<file path="config.mk">
export PLATFORM = sky130hd
export DESIGN_NAME = cstrc_clock_stop_reset_control
export DESIGN_NICKNAME = d
export VERILOG_FILES = /design/src/logic/cstrc_pkg.sv /design/src/logic/cstrc_clock_stop_reset_control.sv
export SDC_FILE = /design/constraint.sdc
export NUM_CORES = 1
export LEC_CHECK = 0
export ABC_AREA = 1
export BUFFER_PORTS_ARGS = -buffer_cell sky130_fd_sc_hd__buf_2
export CAP_MARGIN = 20
export CORE_ASPECT_RATIO = 2
export CORE_MARGIN = 4
export CORE_UTILIZATION = 30
export DETAILED_ROUTE_END_ITERATION = 8
export PLACE_DENSITY = 0.51
export SLEW_MARGIN = 10
export SYNTH_ARGS = -nofsm -noshare
export SYNTH_HDL_FRONTEND = slang
export SYNTH_SLANG_ARGS = --single-unit
</file>
<file path="constraint.sdc">
create_clock -name clk_i -period 3.45 [get_ports clk_i]
set_input_delay 0.345 -clock clk_i [delete_from_list [all_inputs] [get_ports clk_i]]
set_output_delay 0.345 -clock clk_i [all_outputs]
set_load 0.05 [all_outputs]
</file>
<file path="src/logic/cstrc_pkg.sv">
/*
 * Constants and carrier types for the clock, stop and reset controller.
 * Assumes an 8-bit register file reached by byte address in one register set.
 */
package cstrc_pkg;

	// ----------------------------------------
	// Register addresses
	// ----------------------------------------
	localparam logic [7:0] ADDR_BASIC_TIMER_CONTROL  = 8'hd3;
	localparam logic [7:0] ADDR_CPU_CLOCK_DIVIDER    = 8'hd4;
	localparam logic [7:0] ADDR_STOP_INSTRUCTION_GATE = 8'hed;
	localparam logic [7:0] ADDR_OSCILLATOR_CONTROL   = 8'hfa;
	localparam logic [7:0] ADDR_BASIC_TIMER_COUNT    = 8'hfd;

	// ----------------------------------------
	// Reset values and keys
	// ----------------------------------------
	localparam logic [7:0] RST_STOP_GATE   = 8'h00;
	localparam logic [7:0] RST_BTIMER_CTRL = 8'h00;
	localparam logic [1:0] RST_CPU_DIV     = 2'h0;
	localparam logic [7:0] STOP_KEY        = 8'ha5;
	localparam logic [3:0] WDT_OFF_KEY     = 4'ha;
	localparam logic [15:0] RESET_VECTOR   = 16'h0100;

	// ----------------------------------------
	// Field positions
	// ----------------------------------------
	localparam int DIV_LSB       = 3;
	localparam int DIV_MSB       = 4;
	localparam int OSC_SEL_BIT   = 0;
	localparam int SUB_STOP_BIT  = 2;
	localparam int MAIN_STOP_BIT = 3;
	localparam int BT_CLR_BIT    = 0;
	localparam int BT_SEL_LSB    = 2;
	localparam int BT_SEL_MSB    = 3;
	localparam int WDT_KEY_LSB   = 4;
	localparam int WDT_KEY_MSB   = 7;

	// ----------------------------------------
	// Divider encodings and timer prescale
	// ----------------------------------------
	localparam logic [1:0] DIV_BY_16 = 2'h0;
	localparam logic [1:0] DIV_BY_8  = 2'h1;
	localparam logic [1:0] DIV_BY_2  = 2'h2;
	localparam logic [1:0] DIV_BY_1  = 2'h3;
	localparam int BT_PRESCALE_W = 12;

	// ----------------------------------------
	// Types
	// ----------------------------------------
	typedef struct packed {
		logic       wr;
		logic [7:0] addr;
		logic [7:0] data;
	} cstrc_regwr_t;

	typedef enum logic [1:0] {
		ST_RESET = 2'h0,
		ST_STAB  = 2'h1,
		ST_RUN   = 2'h3,
		ST_STOP  = 2'h2
	} cstrc_state_t;

endpackage

</file>
<file path="src/logic/cstrc_clock_stop_reset_control.sv">
/*
 * Clock select, CPU clock divider, stop gate, basic-timer watchdog and reset sequencer.
 * Assumes the CPU writes registers with a one-cycle strobe and decodes the stop opcode itself;
 * the reset pin arrives already through a Schmitt buffer and is asynchronous to clk_i.
 */
// How it works
// - Stop gate clears to zero on reset
// - Stop allowed only with key a5
// - Select bit routes main or sub clock
// - Separate stop bits for each oscillator
// - Divide selected clock by 16,8,2,1
// - Reset pin synchronised before internal use
// - Reset disables all interrupts
// - Reset leaves watchdog enabled
// - Reset sets ports input
// - Reset restores all control registers
// - Program counter loads 0100h on reset
// - No fetch until stabilisation time elapses
// - Watchdog overflow forces full system reset
// - Upper nibble 1010b disables watchdog
// - Divider defaults to divide-by-16
// - Main oscillator selected after reset
`timescale 1ns/100ps
module cstrc_clock_stop_reset_control #(
	parameter int BT_W = 8
) (
	// Clock and reset
	input  wire logic                   clk_i,
	input  wire logic                   nrst_i,
	// Pins and events
	input  wire logic                   reset_pin_n_i,
	input  wire logic                   wake_i,
	input  wire logic                   stop_insn_i,
	// Register port
	input  wire cstrc_pkg::cstrc_regwr_t reg_wr_i,
	input  wire logic [7:0]             reg_rd_addr_i,
	output logic [7:0]                  reg_rd_data_o,
	// Clock controls
	output logic                        sel_sub_o,
	output logic                        main_osc_stop_o,
	output logic                        sub_osc_stop_o,
	output logic                        cpu_clk_en_o,
	// Reset and sequencing
	output logic                        sys_rst_o,
	output logic                        int_disable_o,
	output logic                        ports_input_o,
	output logic                        pc_load_o,
	output logic [15:0]                 pc_vector_o,
	output logic                        fetch_en_o,
	output logic                        stop_mode_o,
	output logic                        stop_ignored_o
);

	// ----------------------------------------
	// Reset pin synchroniser
	// ----------------------------------------
	logic pin_q1;
	logic pin_q2;
	logic wake_q1;
	logic wake_q2;
	logic wdt_fire;
	logic int_rst;

	always_ff @(posedge clk_i or negedge nrst_i) begin
		if (!nrst_i) begin
			pin_q1  <= 1'b0;
			pin_q2  <= 1'b0;
			wake_q1 <= 1'b0;
			wake_q2 <= 1'b0;
		end else begin
			pin_q1  <= reset_pin_n_i;
			pin_q2  <= pin_q1;
			// Wake comes from a pin too, so it gets the same two stages
			wake_q1 <= wake_i;
			wake_q2 <= wake_q1;
		end
	end

	// Watchdog fire counts as a pin reset so one path restores everything
	assign int_rst = !pin_q2 || wdt_fire;

	// ----------------------------------------
	// Registers
	// ----------------------------------------
	logic [7:0] stop_instruction_gate;
	logic [1:0] cpu_div;
	logic       osc_sel;
	logic       main_stop;
	logic       sub_stop;
	logic [7:0] basic_timer_control;
	logic       bt_clr;
	logic       wr_at;

	always_comb begin
		wr_at = reg_wr_i.wr && !int_rst;
	end

	always_ff @(posedge clk_i or negedge nrst_i) begin
		if (!nrst_i) begin
			stop_instruction_gate <= cstrc_pkg::RST_STOP_GATE;
		end else if (int_rst) begin
			stop_instruction_gate <= cstrc_pkg::RST_STOP_GATE;
		end else if (wr_at && reg_wr_i.addr == cstrc_pkg::ADDR_STOP_INSTRUCTION_GATE) begin
			stop_instruction_gate <= reg_wr_i.data;
		end
	end

	always_ff @(posedge clk_i or negedge nrst_i) begin
		if (!nrst_i) begin
			cpu_div <= cstrc_pkg::RST_CPU_DIV;
		end else if (int_rst) begin
			cpu_div <= cstrc_pkg::RST_CPU_DIV;
		end else if (wr_at && reg_wr_i.addr == cstrc_pkg::ADDR_CPU_CLOCK_DIVIDER) begin
			cpu_div <= reg_wr_i.data[cstrc_pkg::DIV_MSB:cstrc_pkg::DIV_LSB];
		end
	end

	// Sequencing of select and stop bits is left to software; no interlock here
	always_ff @(posedge clk_i or negedge nrst_i) begin
		if (!nrst_i) begin
			osc_sel   <= 1'b0;
			main_stop <= 1'b0;
			sub_stop  <= 1'b0;
		end else if (int_rst) begin
			osc_sel   <= 1'b0;
			main_stop <= 1'b0;
			sub_stop  <= 1'b0;
		end else if (wr_at && reg_wr_i.addr == cstrc_pkg::ADDR_OSCILLATOR_CONTROL) begin
			osc_sel   <= reg_wr_i.data[cstrc_pkg::OSC_SEL_BIT];
			main_stop <= reg_wr_i.data[cstrc_pkg::MAIN_STOP_BIT];
			sub_stop  <= reg_wr_i.data[cstrc_pkg::SUB_STOP_BIT];
		end
	end

	always_ff @(posedge clk_i or negedge nrst_i) begin
		if (!nrst_i) begin
			basic_timer_control <= cstrc_pkg::RST_BTIMER_CTRL;
			bt_clr              <= 1'b0;
		end else if (int_rst) begin
			basic_timer_control <= cstrc_pkg::RST_BTIMER_CTRL;
			bt_clr              <= 1'b0;
		end else begin
			bt_clr <= 1'b0;
			if (wr_at && reg_wr_i.addr == cstrc_pkg::ADDR_BASIC_TIMER_CONTROL) begin
				basic_timer_control <= reg_wr_i.data;
				bt_clr              <= reg_wr_i.data[cstrc_pkg::BT_CLR_BIT];
			end
		end
	end

	// ----------------------------------------
	// Basic timer and watchdog
	// ----------------------------------------
	logic [cstrc_pkg::BT_PRESCALE_W-1:0] bt_pre;
	logic [BT_W-1:0]                     bt_cnt;
	logic                                bt_tick;
	logic                                bt_ovf;
	logic                                wdt_on;

	always_comb begin
		case (basic_timer_control[cstrc_pkg::BT_SEL_MSB:cstrc_pkg::BT_SEL_LSB])
			2'h0:    bt_tick = &bt_pre;
			2'h1:    bt_tick = &bt_pre[9:0];
			2'h2:    bt_tick = &bt_pre[6:0];
			default: bt_tick = &bt_pre[3:0];
		endcase
		bt_ovf = bt_tick && &bt_cnt;
		wdt_on = basic_timer_control[cstrc_pkg::WDT_KEY_MSB:cstrc_pkg::WDT_KEY_LSB] != cstrc_pkg::WDT_OFF_KEY;
	end

	always_ff @(posedge clk_i or negedge nrst_i) begin
		if (!nrst_i) begin
			bt_pre <= '0;
			bt_cnt <= '0;
		end else if (int_rst || bt_clr || stop_mode_o) begin
			// Held clear while stopped, so wake-up always waits a full interval
			bt_pre <= '0;
			bt_cnt <= '0;
		end else begin
			bt_pre <= bt_pre + 1'b1;
			if (bt_tick) begin
				bt_cnt <= bt_cnt + 1'b1;
			end
		end
	end

	// ----------------------------------------
	// Reset and stop sequencer
	// ----------------------------------------
	cstrc_pkg::cstrc_state_t state;
	cstrc_pkg::cstrc_state_t next_state;
	logic                    stop_ok;

	always_comb begin
		stop_ok = stop_instruction_gate == cstrc_pkg::STOP_KEY;
		// Watchdog only guards running code; stabilisation uses the same overflow
		wdt_fire = (state == cstrc_pkg::ST_RUN) && bt_ovf && wdt_on;
		case (state)
			cstrc_pkg::ST_RESET: next_state = cstrc_pkg::ST_STAB;
			cstrc_pkg::ST_STAB:  next_state = bt_ovf ? cstrc_pkg::ST_RUN : cstrc_pkg::ST_STAB;
			cstrc_pkg::ST_RUN:   next_state = (stop_insn_i && stop_ok) ? cstrc_pkg::ST_STOP : cstrc_pkg::ST_RUN;
			cstrc_pkg::ST_STOP:  next_state = wake_q2 ? cstrc_pkg::ST_STAB : cstrc_pkg::ST_STOP;
			default:             next_state = cstrc_pkg::ST_RESET;
		endcase
	end

	always_ff @(posedge clk_i or negedge nrst_i) begin
		if (!nrst_i) begin
			state <= cstrc_pkg::ST_RESET;
		end else if (int_rst) begin
			state <= cstrc_pkg::ST_RESET;
		end else begin
			state <= next_state;
		end
	end

	always_ff @(posedge clk_i or negedge nrst_i) begin
		if (!nrst_i) begin
			stop_ignored_o <= 1'b0;
		end else begin
			stop_ignored_o <= !int_rst && state == cstrc_pkg::ST_RUN && stop_insn_i && !stop_ok;
		end
	end

	// ----------------------------------------
	// CPU clock divider
	// ----------------------------------------
	logic [3:0] div_cnt;
	logic       div_hit;

	always_comb begin
		case (cpu_div)
			cstrc_pkg::DIV_BY_16: div_hit = &div_cnt;
			cstrc_pkg::DIV_BY_8:  div_hit = &div_cnt[2:0];
			cstrc_pkg::DIV_BY_2:  div_hit = div_cnt[0];
			default:              div_hit = 1'b1;
		endcase
	end

	always_ff @(posedge clk_i or negedge nrst_i) begin
		if (!nrst_i) begin
			div_cnt <= '0;
		end else begin
			div_cnt <= div_cnt + 1'b1;
		end
	end

	// ----------------------------------------
	// Outputs
	// ----------------------------------------
	// CPU clock is an enable so the divider never makes a runt clock edge
	assign cpu_clk_en_o    = div_hit && state == cstrc_pkg::ST_RUN;
	assign sel_sub_o       = osc_sel;
	assign main_osc_stop_o = main_stop || state == cstrc_pkg::ST_STOP;
	assign sub_osc_stop_o  = sub_stop;
	assign sys_rst_o       = int_rst || state == cstrc_pkg::ST_RESET;
	assign int_disable_o   = sys_rst_o;
	assign ports_input_o   = sys_rst_o;
	assign pc_load_o       = sys_rst_o;
	assign pc_vector_o     = cstrc_pkg::RESET_VECTOR;
	// Fetch drops in the very cycle a reset asserts, not one cycle later
	assign fetch_en_o      = state == cstrc_pkg::ST_RUN && !int_rst;
	assign stop_mode_o     = state == cstrc_pkg::ST_STOP;

	always_ff @(posedge clk_i or negedge nrst_i) begin
		if (!nrst_i) begin
			reg_rd_data_o <= 8'h00;
		end else begin
			case (reg_rd_addr_i)
				cstrc_pkg::ADDR_STOP_INSTRUCTION_GATE: reg_rd_data_o <= stop_instruction_gate;
				cstrc_pkg::ADDR_CPU_CLOCK_DIVIDER:     reg_rd_data_o <= {3'h0, cpu_div, 3'h0};
				cstrc_pkg::ADDR_OSCILLATOR_CONTROL:    reg_rd_data_o <= {4'h0, main_stop, sub_stop, 1'b0, osc_sel};
				cstrc_pkg::ADDR_BASIC_TIMER_CONTROL:   reg_rd_data_o <= basic_timer_control;
				cstrc_pkg::ADDR_BASIC_TIMER_COUNT:     reg_rd_data_o <= 8'(bt_cnt);
				default:                               reg_rd_data_o <= 8'h00;
			endcase
		end
	end

endmodule

</file>
==> results.md <==
- Status: completed
- Hold Path Depth: 1
- Cell Area, Synth: 3130 um^2
- HP Start: reset_pin_n_i
- MaxCap Viol Count: 0
- Die Ht: 152 um
- Register-to-Register Path Depth: 10
- Worst-Skew Late Latency: 0.33 ns
- Gr ovfl total: 0
- Syn Inst Count: 373
- Worst-Margin Slew: 1.04 ns
- Largest net degree at the start of global routing: 48
- Lkg Pwr: 1.91 nW
- Worst Setup End Kind: output pin
- Die area: 12200 um^2
- Total power draw: 1.75 mW
- 1st-iter DRT viols: 121
- Worst VDD drop: 0.255 mV
- Dpl ws: 1.08 ns
- GRT Total Usage: 0.143
- Pre-Repair DR Iteration Count: 6
- Area added between synthesis and finish: 20.0%
- Core Area: 10100 um^2
- Primary FF master, synth: dfrtp_1
- CP Max Fanout: 9
- Flop-to-flop setup slack: 1.26 ns
- Worst hold-check path type: input port to flop
- Core Rows: 52
- Antenna diodes: 0
- Routed Antenna Nets: 0
- Worst setup margin: 0.747 ns
- Sequential area share after synthesis: 0.488
- Avg Cell Area, Syn: 8.39 um^2
- CTS resizes: 0
- DRC Markers: 0
- PortBufs: 48
- Most common cell after layout, fill and taps aside: nand2_1
- Gp weighted congestion: 0.865
- Fill cell count: 1120
- Count of final setup violators: 0
- WL per Instance: 14.5 um
- Cell Count, Final, Fillers Out: 568
- Pwr/cell area: 466 nW/um^2
- Nets@finish: 462
- Placed insts: 550
- RSZ-0062 raised after global routing: false
- Post-synth EDFFs: 0
- Period utilization: 0.783
- Register clock-pin slew on the reported worst setup and hold paths: 0.06 ns
- Initial antenna violation count: 0
- Vias in the first global route: 2615
- Reg-to-Reg Start: bt_pre[0]$_DFF_PN0_
- Launch point of the critical path: bt_pre[0]$_DFF_PN0_
- Synth Register Bits: 61
- IO Pins: 65
- Final hold violations: 0
- CP Launch Type: flop
- Htree depth: 3
- Final cell area excluding filler cells: 3760 um^2
- Setup Skew: 0.00502 ns
- Initial Util: 0.308
- Maximum clock frequency: 370 MHz
- CTS Sinks: 61
- Post-Route WL: 8240 um
- Dpl cell area: 3430 um^2
- Ratio of cells with drive above 1 in the final layout: 0.194
- Async set-reset flop share out of synthesis: 1.00
- Critical Path RT: 3.11 ns
- Die width: 80.2 um
- Final Max Slew Viols: 0
- Commonest non-fill, non-tap cells in the layout: nand2_1 (83), dfrtp_1 (61), nand3_1 (50), buf_2 (48), inv_1 (44)
- Hold slack: 0.115 ns
- Num CTS Buffers: 9
- Synth warnings: 0
- Worst Path Arrival: 2.36 ns
- Half-perimeter wire length after placement: 6610 um
- Rel. slew slack: 0.298
- Root buf cell: clkbuf_16
- Routed vias: 2574
- CTS tree: yes
- Tmin final: 2.70 ns
- Clock tree buffer depth: 2
- Setup CP Type: flop to output pin
- Setup TNS: 0 ns
- Distinct cell type count after synthesis: 29
- Core Util, Final: 0.370
- Multi-input logic area: 1300 um^2
- Via/cell ratio: 4.53
- First-pass GRT wire length: 13000 um
- Register area: 1530 um^2
registers in the layout, summed over array words and instances (netlist names), 2 cells and up:
register               cells
div_cnt                    4
bt_pre                    12
reg_rd_data_o              8
basic_timer_control        8
stop_instruction_gate      8
cpu_div                    2
bt_cnt                     8
state                      2
layout make-up:
cell class              count  share of cell area
clock inverters             7              0.0200
inverters                  44              0.0440
repair buffers             54              0.0799
multi-input cells         258               0.345
flip-flops and latches     61               0.406
clock buffers               9              0.0599
well taps                 135              0.0450
worst max-delay path: stages, from the launching register on:
cell	delay [ns]
dfrtp_1	0.40
ha_1	0.24
nand3_2	0.13
inv_1	0.07
nand2_1	0.09
nand3_2	0.11
nand4_2	0.15
nor2_2	0.05
nor2_2	0.32
o21ai_1	0.21
buf_2	0.26
metal layers:
metal,GRT usage,wire length [um]
met5,0,0
met1,0.135,2780
met3,0.0254,298
met4,0.0766,247
met2,0.276,4910
cells in the mapped netlist, types with 3 or more instances:
master | number | area [um^2]
nand2_1 | 83 | 312
dfrtp_1 | 61 | 1530
nand3_1 | 50 | 250
inv_1 | 44 | 165
nor2_1 | 34 | 128
buf_4 | 20 | 150
nand4_1 | 9 | 56.3
xor2_1 | 9 | 78.8
a21oi_1 | 7 | 35.0
nor3_1 | 7 | 35.0
nor4_1 | 6 | 37.5
o21ai_0 | 6 | 30.0
buf_6 | 4 | 45.0
ha_1 | 4 | 50.1
nand3_2 | 3 | 30.0
nor2_2 | 3 | 18.8
o2111ai_1 | 3 | 26.3
xnor2_1 | 3 | 26.3
kinds of logic (layout without fill, tap and decap cells):
logic type	after synthesis	after routing	synth area share
and+or+nand+nor	201	201	0.295
buffers and inverters	68	114	0.115
DFF	61	61	0.488
AOI/OAI and AO/OA	25	25	0.0508
xor gates and xnor gates	12	12	0.0336
adders and majority gates	4	4	0.0160
other	2	16	0.00240
power breakdown:
group          internal (mW)  switching (mW)  total, mW
logic                 0.0279          0.0997      0.128
clock network          0.560           0.335      0.895
registers              0.722         0.00485      0.727
total                   1.31           0.440       1.75
path summary, 6_finish.rpt:
path,end
worst max-delay path,int_disable_o
worst min-delay path,pin_q1$_DFF_PN0_
worst max register to register,bt_cnt[1]$_DFFE_PN0P_
worst min register to register,pin_q2$_DFF_PN0_
max in group asynchronous,bt_cnt[2]$_DFFE_PN0P_
min in group asynchronous,basic_timer_control[1]$_DFFE_PN0P_
timing repair:
action,CTS,global route
setup buffers,0,0
hold endpoints to repair,0,14
hold buffers,0,1
Note: power is estimated with default switching activity, not from simulation.
